$ cat src/sctl_pkg.sv
// Register map, field layout, reset values and state record of the bank
package sctl_pkg;

   localparam int ADDR_W = 20;
   localparam int IDX_W  = 18;

   // Register indices; the byte address is four times the index
   localparam logic [17:0] IDX_GCTL_A   = 18'h30005;
   localparam logic [17:0] IDX_TSEL_A   = 18'h30006;
   localparam logic [17:0] IDX_TXPD_A   = 18'h30007;
   localparam logic [17:0] IDX_ISTAT    = 18'h30010;
   localparam logic [17:0] IDX_IMASK    = 18'h30011;
   localparam logic [17:0] IDX_RXCFG_AC = 18'h30023;
   localparam logic [17:0] IDX_CFG_AC   = 18'h30024;
   localparam logic [17:0] IDX_RXCFG_AD = 18'h30033;
   localparam logic [17:0] IDX_CFG_AD   = 18'h30034;
   localparam logic [17:0] IDX_GCTL_B   = 18'h30105;
   localparam logic [17:0] IDX_TSEL_B   = 18'h30106;
   localparam logic [17:0] IDX_TXPD_B   = 18'h30107;
   localparam logic [17:0] IDX_RXCFG_BC = 18'h30123;
   localparam logic [17:0] IDX_CFG_BC   = 18'h30124;
   localparam logic [17:0] IDX_RXCFG_BD = 18'h30133;
   localparam logic [17:0] IDX_CFG_BD   = 18'h30134;

   // Field positions
   localparam int BIT_MASK    = 1;
   localparam int BIT_SWRST   = 2;
   localparam int BIT_TXPD    = 3;
   localparam int BIT_RXPD    = 4;
   localparam int BIT_G_RSVD1 = 5;
   localparam int BIT_TEST    = 7;
   localparam int BIT_RX_PD   = 1;
   localparam int BIT_RX_RSVD = 2;
   localparam int BIT_PD_C    = 0;
   localparam int BIT_PD_D    = 1;
   localparam int TSEL_W      = 5;

   // Reset values
   localparam logic       RST_CHAN_MASK = 1'b1;
   localparam logic       RST_BLK_MASK  = 1'b1;
   localparam logic       RST_SOFT      = 1'b0;
   localparam logic       RST_TEST      = 1'b0;
   localparam logic       RST_PD        = 1'b0;
   localparam logic       RST_CHAN_HOLD = 1'b1;
   localparam logic       RSVD_ONE      = 1'b1;
   localparam logic [4:0] RST_TSEL      = 5'h00;

   localparam logic [1:0] RESP_OKAY   = 2'h0;
   localparam logic [1:0] RESP_SLVERR = 2'h2;

   typedef enum logic [3:0] {
      SEL_NONE  = 4'h0,
      SEL_GCTL  = 4'h1,
      SEL_TSEL  = 4'h2,
      SEL_TXPD  = 4'h3,
      SEL_CFG   = 4'h4,
      SEL_RXCFG = 4'h5,
      SEL_ISTAT = 4'h6,
      SEL_IMASK = 4'h7
   } reg_sel_type;

   typedef struct packed {
      reg_sel_type sel;
      logic [1:0]  unit;
   } decode_type;

   typedef struct packed {
      logic [3:0]      chan_mask;
      logic [3:0]      chan_swrst;
      logic [3:0]      chan_test;
      logic [3:0]      chan_txpd;
      logic [3:0]      chan_rxpd;
      logic [1:0]      blk_mask;
      logic [1:0]      blk_swrst;
      logic [1:0]      blk_txpd;
      logic [1:0]      blk_rxpd;
      logic [1:0]      blk_test;
      logic [1:0][4:0] tsel;
      logic [7:0]      irq_stat;
      logic [7:0]      irq_mask;
      logic            aw_have;
      logic            w_have;
      logic [17:0]     waddr;
      logic [7:0]      wdata;
      logic            wstrb0;
      logic            awready;
      logic            wready;
      logic            bvalid;
      logic [1:0]      bresp;
      logic            arready;
      logic            rvalid;
      logic [7:0]      rdata;
      logic [1:0]      rresp;
      logic [3:0]      chan_reset;
      logic [3:0]      test_mode;
      logic [3:0]      tx_pd;
      logic [3:0]      rx_pd;
      logic [1:0][4:0] tsel_out;
      logic            irq;
   } state_type;

   localparam state_type STATE_RST = '{
      chan_mask:  {4{RST_CHAN_MASK}},
      chan_swrst: {4{RST_SOFT}},
      chan_test:  {4{RST_TEST}},
      chan_txpd:  {4{RST_PD}},
      chan_rxpd:  {4{RST_PD}},
      blk_mask:   {2{RST_BLK_MASK}},
      blk_swrst:  {2{RST_SOFT}},
      blk_txpd:   {2{RST_PD}},
      blk_rxpd:   {2{RST_PD}},
      blk_test:   {2{RST_TEST}},
      tsel:       {2{RST_TSEL}},
      chan_reset: {4{RST_CHAN_HOLD}},
      tsel_out:   {2{RST_TSEL}},
      default:    '0};

endpackage : sctl_pkg

$ cat src/serdes_channel_global_ctrl.sv
// Channel and block control registers of a two-block transceiver, AXI4-Lite
`timescale 1ns/10ps

module serdes_channel_global_ctrl (
   input  logic                                clk_in,
   input  logic                                reset_in,
   input  logic [sctl_pkg::ADDR_W-1:0]         awaddr_in,
   input  logic                                awvalid_in,
   output logic                                awready_out,
   input  logic [31:0]                         wdata_in,
   input  logic [3:0]                          wstrb_in,
   input  logic                                wvalid_in,
   output logic                                wready_out,
   output logic [1:0]                          bresp_out,
   output logic                                bvalid_out,
   input  logic                                bready_in,
   input  logic [sctl_pkg::ADDR_W-1:0]         araddr_in,
   input  logic                                arvalid_in,
   output logic                                arready_out,
   output logic [31:0]                         rdata_out,
   output logic [1:0]                          rresp_out,
   output logic                                rvalid_out,
   input  logic                                rready_in,
   input  logic [3:0]                          chan_tx_alarm_in,
   input  logic [3:0]                          chan_rx_alarm_in,
   output logic [3:0]                          chan_reset_out,
   output logic [3:0]                          chan_test_mode_out,
   output logic [3:0]                          chan_tx_power_down_out,
   output logic [3:0]                          chan_rx_power_down_out,
   output logic [1:0][sctl_pkg::TSEL_W-1:0]    block_test_select_out,
   output logic                                irq_out
);

   ////////////////////////////////////////////////////////////////////////
   // Address decode, shared by the write and read paths

   function automatic sctl_pkg::decode_type decode(
      input logic [sctl_pkg::IDX_W-1:0] idx);
      decode = '{sel: sctl_pkg::SEL_NONE, unit: 2'h0};
      case (idx)
         sctl_pkg::IDX_GCTL_A:   decode = '{sctl_pkg::SEL_GCTL, 2'h0};
         sctl_pkg::IDX_GCTL_B:   decode = '{sctl_pkg::SEL_GCTL, 2'h1};
         sctl_pkg::IDX_TSEL_A:   decode = '{sctl_pkg::SEL_TSEL, 2'h0};
         sctl_pkg::IDX_TSEL_B:   decode = '{sctl_pkg::SEL_TSEL, 2'h1};
         sctl_pkg::IDX_TXPD_A:   decode = '{sctl_pkg::SEL_TXPD, 2'h0};
         sctl_pkg::IDX_TXPD_B:   decode = '{sctl_pkg::SEL_TXPD, 2'h1};
         sctl_pkg::IDX_CFG_AC:   decode = '{sctl_pkg::SEL_CFG, 2'h0};
         sctl_pkg::IDX_CFG_AD:   decode = '{sctl_pkg::SEL_CFG, 2'h1};
         sctl_pkg::IDX_CFG_BC:   decode = '{sctl_pkg::SEL_CFG, 2'h2};
         sctl_pkg::IDX_CFG_BD:   decode = '{sctl_pkg::SEL_CFG, 2'h3};
         sctl_pkg::IDX_RXCFG_AC: decode = '{sctl_pkg::SEL_RXCFG, 2'h0};
         sctl_pkg::IDX_RXCFG_AD: decode = '{sctl_pkg::SEL_RXCFG, 2'h1};
         sctl_pkg::IDX_RXCFG_BC: decode = '{sctl_pkg::SEL_RXCFG, 2'h2};
         sctl_pkg::IDX_RXCFG_BD: decode = '{sctl_pkg::SEL_RXCFG, 2'h3};
         sctl_pkg::IDX_ISTAT:    decode = '{sctl_pkg::SEL_ISTAT, 2'h0};
         sctl_pkg::IDX_IMASK:    decode = '{sctl_pkg::SEL_IMASK, 2'h0};
         default:                decode = '{sctl_pkg::SEL_NONE, 2'h0};
      endcase
   endfunction : decode

   function automatic logic [7:0] read_reg(input sctl_pkg::decode_type d,
                                           input sctl_pkg::state_type st);
      logic       b;
      logic [7:0] r;
      b = d.unit[0];
      r = 8'h00;
      // Reserved bit 0 and unused bits are never stored; they read as 0, except the reserved-one bits, which read as 1
      case (d.sel)
         sctl_pkg::SEL_GCTL: begin
            r[sctl_pkg::BIT_MASK]    = st.blk_mask[b];
            r[sctl_pkg::BIT_SWRST]   = st.blk_swrst[b];
            r[sctl_pkg::BIT_TXPD]    = st.blk_txpd[b];
            r[sctl_pkg::BIT_RXPD]    = st.blk_rxpd[b];
            r[sctl_pkg::BIT_G_RSVD1] = sctl_pkg::RSVD_ONE;
            r[sctl_pkg::BIT_TEST]    = st.blk_test[b];
         end
         sctl_pkg::SEL_TSEL: begin
            r[sctl_pkg::TSEL_W-1:0] = st.tsel[b];
         end
         sctl_pkg::SEL_TXPD: begin
            r[sctl_pkg::BIT_PD_C] = st.chan_txpd[{b, 1'b0}];
            r[sctl_pkg::BIT_PD_D] = st.chan_txpd[{b, 1'b1}];
         end
         sctl_pkg::SEL_CFG: begin
            r[sctl_pkg::BIT_MASK]  = st.chan_mask[d.unit];
            r[sctl_pkg::BIT_SWRST] = st.chan_swrst[d.unit];
            r[sctl_pkg::BIT_TEST]  = st.chan_test[d.unit];
         end
         sctl_pkg::SEL_RXCFG: begin
            r[sctl_pkg::BIT_RX_PD]   = st.chan_rxpd[d.unit];
            r[sctl_pkg::BIT_RX_RSVD] = sctl_pkg::RSVD_ONE;
         end
         sctl_pkg::SEL_ISTAT: r = st.irq_stat;
         sctl_pkg::SEL_IMASK: r = st.irq_mask;
         default:             r = 8'h00;
      endcase
      return r;
   endfunction : read_reg

   ////////////////////////////////////////////////////////////////////////
   // State

   sctl_pkg::state_type   s_r;
   sctl_pkg::state_type   s_nxt;
   sctl_pkg::decode_type  wr_dec;
   sctl_pkg::decode_type  rd_dec;
   logic                  wr_commit;
   logic [7:0]            stat_clr;
   logic [3:0]            hold_w;
   logic [3:0]            test_w;
   logic [3:0]            txpd_w;
   logic [3:0]            rxpd_w;
   logic [3:0]            open_w;

   ////////////////////////////////////////////////////////////////////////
   // Per-channel effect of channel and block bits

   for (genvar c = 0; c < 4; c++) begin : g_chan
      // Block bits win: any block bit forces the channel whatever its own
      assign hold_w[c] = s_r.blk_swrst[c>>1] | s_r.chan_swrst[c];
      assign test_w[c] = s_r.blk_test[c>>1] | s_r.chan_test[c];
      assign txpd_w[c] = s_r.blk_txpd[c>>1] | s_r.chan_txpd[c];
      assign rxpd_w[c] = s_r.blk_rxpd[c>>1] | s_r.chan_rxpd[c];
      assign open_w[c] = ~(s_r.blk_mask[c>>1] | s_r.chan_mask[c]);
   end : g_chan

   ////////////////////////////////////////////////////////////////////////
   // Next state

   always_comb begin
      s_nxt     = s_r;
      wr_dec    = decode(s_r.waddr);
      rd_dec    = decode(araddr_in[sctl_pkg::ADDR_W-1:2]);
      wr_commit = s_r.aw_have && s_r.w_have && !s_r.bvalid;
      stat_clr  = 8'h00;

      if (awvalid_in && s_r.awready) begin
         s_nxt.aw_have = 1'b1;
         s_nxt.waddr   = awaddr_in[sctl_pkg::ADDR_W-1:2];
      end
      if (wvalid_in && s_r.wready) begin
         s_nxt.w_have = 1'b1;
         s_nxt.wdata  = wdata_in[7:0];
         s_nxt.wstrb0 = wstrb_in[0];
      end

      if (wr_commit) begin
         s_nxt.aw_have = 1'b0;
         s_nxt.w_have  = 1'b0;
         s_nxt.bvalid  = 1'b1;
         s_nxt.bresp   = (wr_dec.sel == sctl_pkg::SEL_NONE) ?
                         sctl_pkg::RESP_SLVERR : sctl_pkg::RESP_OKAY;
         // Only lane 0 holds register bits; other lanes are ignored
         if (s_r.wstrb0) begin
            case (wr_dec.sel)
               sctl_pkg::SEL_GCTL: begin
                  s_nxt.blk_mask[wr_dec.unit[0]] =
                     s_r.wdata[sctl_pkg::BIT_MASK];
                  s_nxt.blk_swrst[wr_dec.unit[0]] =
                     s_r.wdata[sctl_pkg::BIT_SWRST];
                  s_nxt.blk_txpd[wr_dec.unit[0]] =
                     s_r.wdata[sctl_pkg::BIT_TXPD];
                  s_nxt.blk_rxpd[wr_dec.unit[0]] =
                     s_r.wdata[sctl_pkg::BIT_RXPD];
                  s_nxt.blk_test[wr_dec.unit[0]] =
                     s_r.wdata[sctl_pkg::BIT_TEST];
               end
               sctl_pkg::SEL_TSEL: begin
                  s_nxt.tsel[wr_dec.unit[0]] =
                     s_r.wdata[sctl_pkg::TSEL_W-1:0];
               end
               sctl_pkg::SEL_TXPD: begin
                  s_nxt.chan_txpd[{wr_dec.unit[0], 1'b0}] =
                     s_r.wdata[sctl_pkg::BIT_PD_C];
                  s_nxt.chan_txpd[{wr_dec.unit[0], 1'b1}] =
                     s_r.wdata[sctl_pkg::BIT_PD_D];
               end
               sctl_pkg::SEL_CFG: begin
                  s_nxt.chan_mask[wr_dec.unit] =
                     s_r.wdata[sctl_pkg::BIT_MASK];
                  // Not self-clearing: only a later write or reset_in drops it
                  s_nxt.chan_swrst[wr_dec.unit] =
                     s_r.wdata[sctl_pkg::BIT_SWRST];
                  s_nxt.chan_test[wr_dec.unit] =
                     s_r.wdata[sctl_pkg::BIT_TEST];
               end
               sctl_pkg::SEL_RXCFG: begin
                  s_nxt.chan_rxpd[wr_dec.unit] =
                     s_r.wdata[sctl_pkg::BIT_RX_PD];
               end
               sctl_pkg::SEL_ISTAT: stat_clr = s_r.wdata;
               sctl_pkg::SEL_IMASK: s_nxt.irq_mask = s_r.wdata;
               default: ;
            endcase
         end
      end
      if (s_r.bvalid && bready_in) begin
         s_nxt.bvalid = 1'b0;
      end
      s_nxt.awready = !s_nxt.aw_have && !s_nxt.bvalid;
      s_nxt.wready  = !s_nxt.w_have && !s_nxt.bvalid;

      if (arvalid_in && s_r.arready) begin
         s_nxt.rvalid = 1'b1;
         s_nxt.rdata  = read_reg(rd_dec, s_r);
         s_nxt.rresp  = (rd_dec.sel == sctl_pkg::SEL_NONE) ?
                        sctl_pkg::RESP_SLVERR : sctl_pkg::RESP_OKAY;
      end
      if (s_r.rvalid && rready_in) begin
         s_nxt.rvalid = 1'b0;
      end
      s_nxt.arready = !s_nxt.rvalid;

      // Set wins over a clear in the same cycle so no alarm is lost
      s_nxt.irq_stat = (s_r.irq_stat & ~stat_clr) |
                       {chan_rx_alarm_in, chan_tx_alarm_in};
      // Channel and block mask gate both alarm kinds before the fine mask
      s_nxt.irq = |(s_r.irq_stat & ~s_r.irq_mask &
                    {open_w, open_w});

      // Hardware reset reaches the channel through the reset state
      s_nxt.chan_reset = hold_w;
      s_nxt.test_mode  = test_w;
      s_nxt.tx_pd      = txpd_w;
      s_nxt.rx_pd      = rxpd_w;
      s_nxt.tsel_out   = s_r.tsel;
   end

   // Soft resets never touch this register: only reset_in clears it
   always_ff @(posedge clk_in) begin
      if (reset_in) begin
         s_r <= sctl_pkg::STATE_RST;
      end else begin
         s_r <= s_nxt;
      end
   end

   ////////////////////////////////////////////////////////////////////////
   // Outputs

   assign awready_out            = s_r.awready;
   assign wready_out             = s_r.wready;
   assign bvalid_out             = s_r.bvalid;
   assign bresp_out              = s_r.bresp;
   assign arready_out            = s_r.arready;
   assign rvalid_out             = s_r.rvalid;
   assign rdata_out              = {24'h000000, s_r.rdata};
   assign rresp_out              = s_r.rresp;
   assign chan_reset_out         = s_r.chan_reset;
   assign chan_test_mode_out     = s_r.test_mode;
   assign chan_tx_power_down_out = s_r.tx_pd;
   assign chan_rx_power_down_out = s_r.rx_pd;
   assign block_test_select_out  = s_r.tsel_out;
   assign irq_out                = s_r.irq;
endmodule : serdes_channel_global_ctrl

$ cat config.mk
export PLATFORM = sky130hd
export DESIGN_NAME = serdes_channel_global_ctrl
export DESIGN_NICKNAME = d
export VERILOG_FILES = /design/src/sctl_pkg.sv /design/src/serdes_channel_global_ctrl.sv
export SDC_FILE = /design/constraint.sdc
export NUM_CORES = 1
export LEC_CHECK = 0
export ABC_AREA = 1
export BUFFER_PORTS_ARGS = -buffer_cell sky130_fd_sc_hd__buf_2
export CAP_MARGIN = 0
export CORE_MARGIN = 5
export CORE_UTILIZATION = 58
export DETAILED_ROUTE_END_ITERATION = 10
export PLACE_DENSITY_LB_ADDON = 0.1
export REMOVE_ABC_BUFFERS = 1
export SLEW_MARGIN = 30
export SYNTH_ARGS = -nofsm -noshare
export SYNTH_HDL_FRONTEND = slang
export SYNTH_SLANG_ARGS = --single-unit
$ cat constraint.sdc
create_clock -name clk_in -period 4.35 [get_ports clk_in]
set_clock_uncertainty 0.15 [all_clocks]
set_input_delay 0.435 -clock clk_in [delete_from_list [all_inputs] [get_ports clk_in]]
set_output_delay 0.435 -clock clk_in [all_outputs]
set_load 0.02 [all_outputs]
==> results.json, run 1 <==
{
  "status": "finished, final reports clean",
  "crit_top_cell": "nand2_1",
  "place_congestion": 0.8558,
  "start_util_pct": 58.42,
  "grt_pass1_wl_um": 25250,
  "drtIter0Drc": 426,
  "ant_nets": 0,
  "pin_count": 159,
  "endpoint_kind": "flip-flop",
  "drive_gt1_share_pct": 17.32,
  "netlist-cell-type-count": 37,
  "die_h_um": 116.6,
  "max_freq_ghz": 0.3763,
  "finalInstanceArea_mm2": 0.007393,
  "cp_top_family": "simple AND/OR/NAND/NOR gates",
  "slew_viol_final": 0,
  "path_class": "in2reg",
  "hold_violations": 0,
  "cts_made_buffers": 17,
  "slew_headroom_pct": 37.90,
  "die_w_um": 116.6,
  "synth_cells": 968,
  "wirelength_um": 15610,
  "dpl-instance-area_mm2": 0.006787,
  "route.detailed.drc": 0,
  "cts-htree-levels": 4,
  "yosysMostFrequentCell": "nand2_1",
  "rsz0062_at_grt": "no",
  "required_ns": 4.48,
  "netlist_top_cells_count": "206 x nand2_1, 127 x dfxtp_1, 126 x inv_1",
  "cts_resized": 0,
  "period_share_pct": 61.10,
  "setup_viol": 0,
  "switching_power_mw": 0.7669,
  "core_mm2": 0.01127,
  "switching_share_pct": 26.30,
  "grt_pass1_vias": 5228,
  "p_int_mw": 2.149,
  "syn_area_mm2": 0.006585,
  "viasPerCell": 5.137,
  "crit_chain": "buf_2 > nand2_2 > inv_1 > nand2_1 > nor2_1 > nand3_1 > nand3_2 > o21ai_0 > nand2_1 > nand2_1 > nor2_1 > nand2_1 > nand2_1 > a21oi_1",
  "num_rows": 39,
  "synth.ff_latch_count": 127,
  "grt_max_degree": 72,
  "path_clk_slew_ns": 0.06,
  "antenna_found_initial": 0,
  "hp-class": "in2reg",
  "seq_power_share_pct": 42.2,
  "overflow": 0,
  "area_growth_pct": 12.27,
  "worstPathArrival_ns": 2.78,
  "synth-edff-count": 0,
  "clock_latency_ns": 0.42,
  "cp_max_fo": 31,
  "cts_root_buffer": "clkbuf_16",
  "clock_sinks": 127,
  "cts_hold_buf": 0,
  "cts_buffer_depth": 2,
  "nets": 1117,
  "r2r-start": "s_r[66]",
  "synthTopCellsByArea": "dfxtp_1 39%, nand2_1 12%, buf_4 7.5%",
  "crit_path_start": "araddr_in[19]",
  "path_buf_inv": 2,
  "nFillCells": 1060,
  "power_frac_comb_pct": 7.8,
  "total_power_mw": 2.916,
  "routedWlPerCell_um": 13.21,
  "ys_seq_area_share_pct": 38.61,
  "yosysTopAreaCell": "dfxtp_1",
  "portBuffers": 101,
  "cts_tree": "built",
  "crit_path_start_kind": "primary input",
  "first_pass_iters": 5,
  "dp_hpwl_um": 11190,
  "period_needed_ns": 2.658,
  "crit_slowest_cell": "nand3_2",
  "vdd.ir_drop.worst_uv": 242.9,
  "grt_util_all_layers_pct": 23.61,
  "yosys_most_used_dff": "dfxtp_1",
  "finalSetupTns_ns": 0,
  "vias": 6072,
  "power.density_mw_per_mm2": 394.4,
  "async_reset_ff_share_pct": 0,
  "post_cts_buffers": 0,
  "tightestPinTransition_ns": 0.9258,
  "diodes": 0,
  "avgSynthCellArea_um2": 6.803,
  "cap_violations": 0,
  "p_leak_nw": 3.459,
  "min-delay-start": "chan_tx_alarm_in[2]",
  "power_frac_clock_pct": 50.0,
  "cp_slowest_stage_delay_ns": 0.54,
  "dieArea_mm2": 0.01359,
  "ys_warn_count": 0,
  "yosysTopAreaCellShare_pct": 38.61
}
-- final cells by class --
type                            count  area [um^2]  share of cell area (%)
Clock buffer                       18        439.2                   5.940
Timing Repair Buffer              103        520.5                   7.040
Multi-Input combinational cell    643         3042                   41.14
Tap cell                          143        178.9                   2.420
Sequential cell                   127         2542                   34.39
Clock inverter                     14        167.7                   2.268
Inverter                          134        503.0                   6.803
-- worst register-to-register path, delay by kind of cell (launching register included) --
kind	cells	cell delay (ns)
flops	1	0.32
compound gates	1	0.07
simple gates	6	1.48
buf+inv	1	0.32
-- worst paths after layout --
kind	slack [ns]	depth (start not counted)	to
max	1.69	14	rdata_out[1]
min	0.1	3	s_r[83]
max reg2reg	1.87	8	s_r[79]
min reg2reg	0.28	1	awready_out
-- registers in the layout (all words and copies together) (netlist names) --
signal and count:
irq_out 1, block_test_select_out 10, arready_out 1, chan_rx_power_down_out 4, rvalid_out 1, wready_out 1
chan_test_mode_out 4, bresp_out 1, rresp_out 1, chan_reset_out 4, rdata_out 8, awready_out 1
s_r 75, s_nxt 10, bvalid_out 1, chan_tx_power_down_out 4
-- metal layers --
metal	track usage, %	vias to the layer above	share of wire (%)
li1	-	3131	-
met4	6.346	0	1.5
met5	0	-	0
met3	5.440	26	8.1
met2	36.80	210	45
met1	33.09	2705	45
-- stage by stage --
| stage | instances | hold WS, ns | setup slack, ns | utilization, % |
|---|---|---|---|---|
| 2_1_floorplan | 904 | 0.2480 | 2.127 | - |
| 5_1_grt | 1182 | 0.08937 | 1.406 | 65.59 |
| 4_1_cts | 1182 | 0.08869 | 1.750 | 65.59 |
| 3_5_place_dp | 1150 | 0.2689 | 1.328 | 60.21 |
| 6_report | 1182 | 0.09542 | 1.692 | 65.59 |
| 3_3_place_gp | 1150 | 0.2692 | 1.303 | 60.21 |
-- kinds of logic (layout without fill, tap and decap cells) --
group | Yosys count | count (layout) | share of synthesized area [%]
AND/OR/NAND/NOR | 437 | 437 | 30.32
flip-flops | 127 | 127 | 38.61
AO/OA/AOI/OAI | 180 | 180 | 14.38
buffers and inverters | 223 | 269 | 16.63
other | 1 | 26 | 0.05695
-- power by group through the flow --
stage	clock network [mW]	logic [mW]	registers [mW]
2_1_floorplan	0	0.137	1.26
3_3_place_gp	0	0.224	1.25
5_1_grt	1.53	0.257	1.23
6_report	1.46	0.228	1.23
4_1_cts	1.47	0.228	1.23
3_5_place_dp	0	0.226	1.25
-- cell usage in the layout, fill, tap and decap left out, drive strengths merged --
cell type  count
a211oi         4
a21oi         83
a31oi          4
a41oi          1
buf          103
bufinv         2
clkbuf        18
clkinv         2
clkinvlp       2
conb          26
dfxtp        127
inv          142
nand2        217
nand3         55
nand4         19
nor2         127
nor3          12
nor3b          1
nor4           5
o211ai         3
o21ai         77
o21bai         2
o22ai          6
or2            1
No activity file was read; power rests on OpenSTA's default activity.
==> inputs of run 2 (changes only) <==
ABC_AREA = 0   (was 1)
CORE_UTILIZATION = 53   (was 58)
clock period = 2.5 ns   (was 4.35 ns; I/O delays follow)
==> run 2 against run 1 <==
Compared with the run above:
- power increased by 72%
- clock power up 74%
- combinational power grew 54%
- sequential power rose by 72%
- sequential cell count unchanged
- register-to-register slack worse by 1.8 ns
- global-route usage is 1.8 points lower
- synthesized cell count shrank 28%
==> results.json, run 2 <==
{
  "status": "finished, final reports clean",
  "path_class": "reg2reg",
  "netlist_top_cells_count": "127 x dfxtp_1, 96 x nand2_1, 92 x nor2_1",
  "clock_sinks": 127,
  "die_w_um": 116.1,
  "syn_area_mm2": 0.005971,
  "endpoint_kind": "flip-flop",
  "worst_slack_ns": 0.06143,
  "drtIter0Drc": 338,
  "avgSynthCellArea_um2": 8.603,
  "nets": 901,
  "grt_pass1_wl_um": 22940,
  "finalInstanceArea_mm2": 0.007398,
  "viasPerCell": 5.252,
  "cp_max_fo": 4,
  "final_cell_mix": "126 x dfxtp_1, 100 x buf_2, 96 x nand2_1",
  "vdd.ir_drop.worst_uv": 486.2,
  "ys_seq_area_share_pct": 42.58,
  "synth.ff_latch_count": 127,
  "cts_made_buffers": 17,
  "portBuffers": 101,
  "overflow": 0,
  "max_freq_ghz": 0.4101,
  "routedWlPerCell_um": 15.27,
  "worstPathArrival_ns": 2.58,
  "ant_nets": 0,
  "layout_commonest_cell": "dfxtp_1",
  "rsz0062_at_grt": "yes",
  "power.density_mw_per_mm2": 676.8,
  "slew_viol_final": 0,
  "multi_input_area_mm2": 0.002855,
  "start_util_pct": 54.60,
  "diodes": 0,
  "yosysMostFrequentCell": "dfxtp_1",
  "cap_violations": 0,
  "drive_gt1_share_pct": 24.30,
  "route.detailed.drc": 0,
  "path_clk_slew_ns": 0.06,
  "tightestPinTransition_ns": 0.7243,
  "place_congestion": 0.8834,
  "top_usage_layer": "met2",
  "wirelength_um": 14710,
  "post_cts_buffers": 0,
  "area_growth_pct": 23.91,
  "setup_viol": 0,
  "crit_path_start_kind": "flip-flop",
  "period_share_pct": 97.54,
  "top_register": "s_r",
  "pin_count": 159,
  "cts_root_buffer": "clkbuf_16",
  "cts_tree": "built",
  "fin_hold_ws_ns": 0.07280,
  "hp-class": "in2reg",
  "antenna_found_initial": 0,
  "yosysTopAreaCellShare_pct": 42.58,
  "slew_headroom_pct": 51.65,
  "netlist-cell-type-count": 64,
  "met3_usage_pct": 5.440,
  "cts_buffer_depth": 2,
  "grt_util_all_layers_pct": 21.82,
  "p_leak_nw": 3.126,
  "synth-edff-count": 0,
  "dpl-instance-area_mm2": 0.006399,
  "num_rows": 38,
  "grt_max_degree": 95,
  "synthTopCellsByArea": "dfxtp_1 43%, mux2i_1 9.6%, buf_4 8.0%",
  "die_h_um": 116.1,
  "vias": 5058,
  "yosys_most_used_dff": "dfxtp_1",
  "use_met2_pct": 35.10,
  "synth_cells": 694,
  "seqCellArea_mm2": 0.002544,
  "grt_pass1_vias": 4747,
  "yosysTopAreaCell": "dfxtp_1",
  "dp_hpwl_um": 10180,
  "dieArea_mm2": 0.01349,
  "met1_usage_pct": 28.46,
  "required_ns": 2.64,
  "hold_violations": 0,
  "period_needed_ns": 2.439,
  "cts-htree-levels": 4,
  "clock_latency_ns": 0.42,
  "nFillCells": 921,
  "async_reset_ff_share_pct": 0,
  "core_mm2": 0.01094,
  "ys_warn_count": 0,
  "first_pass_iters": 5,
  "place_ws_ns": 0.03904,
  "largest_reg_flops": 75
}
run 2: changes by cell type in the layout (fill, tap and decap cells not counted), moves of 9 or more:
cell and change:
buf_4 +27, nand4_1 -16, nor2b_1 +15, a21oi_1 -31, o21ai_0 -48, nor2_4 -9
dlygate4sd3_1 +37, inv_1 -114, nand3_1 -42, o21ai_1 -10, nand2_1 -110, mux2i_1 +57
nor2_1 -21
run 2: cell families (layout without fill, tap and decap cells):
| group | after synthesis | after routing | share of synthesized area (%) |
|---|---|---|---|
| and+or+nand+nor | 286 | 286 | 23.64 |
| xor gates and xnor gates | 1 | 1 | 0.1467 |
| DFF | 127 | 127 | 42.58 |
| buffers and inverters | 109 | 213 | 11.40 |
| other | 1 | 26 | 0.06281 |
| muxes | 65 | 65 | 11.06 |
| AOI/OAI and AO/OA | 105 | 105 | 11.11 |
run 2: critical path, stage by stage (launching register included):
cell and delay, ns:
dfxtp_1 0.31, or4b_1 0.53, a21o_1 0.21, a211o_2 0.36, buf_4 0.16, nor3b_4 0.22, buf_4 0.16, nand2_1 0.05
nand2_1 0.10, a21oi_2 0.06
run 2: power by group:
group / total, mW / internal, mW / switching (mW)
clock: 2.54 / 1.63 / 0.911
combinational: 0.352 / 0.149 / 0.203
sequential: 2.12 / 2.07 / 0.0447
total: 5.01 / 3.85 / 1.16
run 2: metrics by stage:
step                cells  total power, mW  setup TNS [ns]  utilization (%)
detailed placement    894            2.462               0            58.51
CTS                   963            5.034               0            67.52
finish                963            5.007               0            67.65
floorplan             621            2.305               0                -
global placement      894            2.454               0            58.51
global route          963            5.175        -0.08862            67.65
run 2: layout make-up:
| class | instances | area share, % |
|---|---|---|
| flip-flops and latches | 127 | 34.38 |
| well taps | 140 | 2.368 |
| multi-input cells | 483 | 38.59 |
| clock inverters | 12 | 2.131 |
| clock buffers | 20 | 6.173 |
| inverters | 11 | 0.5581 |
| repair buffers | 170 | 15.80 |
run 2: worst paths after layout:
path	startpoint	end	slack [ns]	cells after the start
worst max-delay path	s_r[55]	s_r[111]	0.06	9
worst min-delay path	reset_in	chan_tx_power_down_out[2]	0.07	2
worst max register to register	s_r[55]	s_r[111]	0.06	9
worst min register to register	s_r[72]	awready_out	0.30	1
run 2: repair_timing:
action / 4_1_cts / 5_1_grt
hold endpoints to repair: 37 / 0
resized for setup: 0 / 5
hold buffers: 37 / 0
endpoints found under the setup margin: 0 / 19
run 2: metal layers:
metal,routed length (um),vias to the layer above
li1,-,2514
met1,6501,2362
met2,7030,155
met3,883,27
met4,289,0
met5,0,-
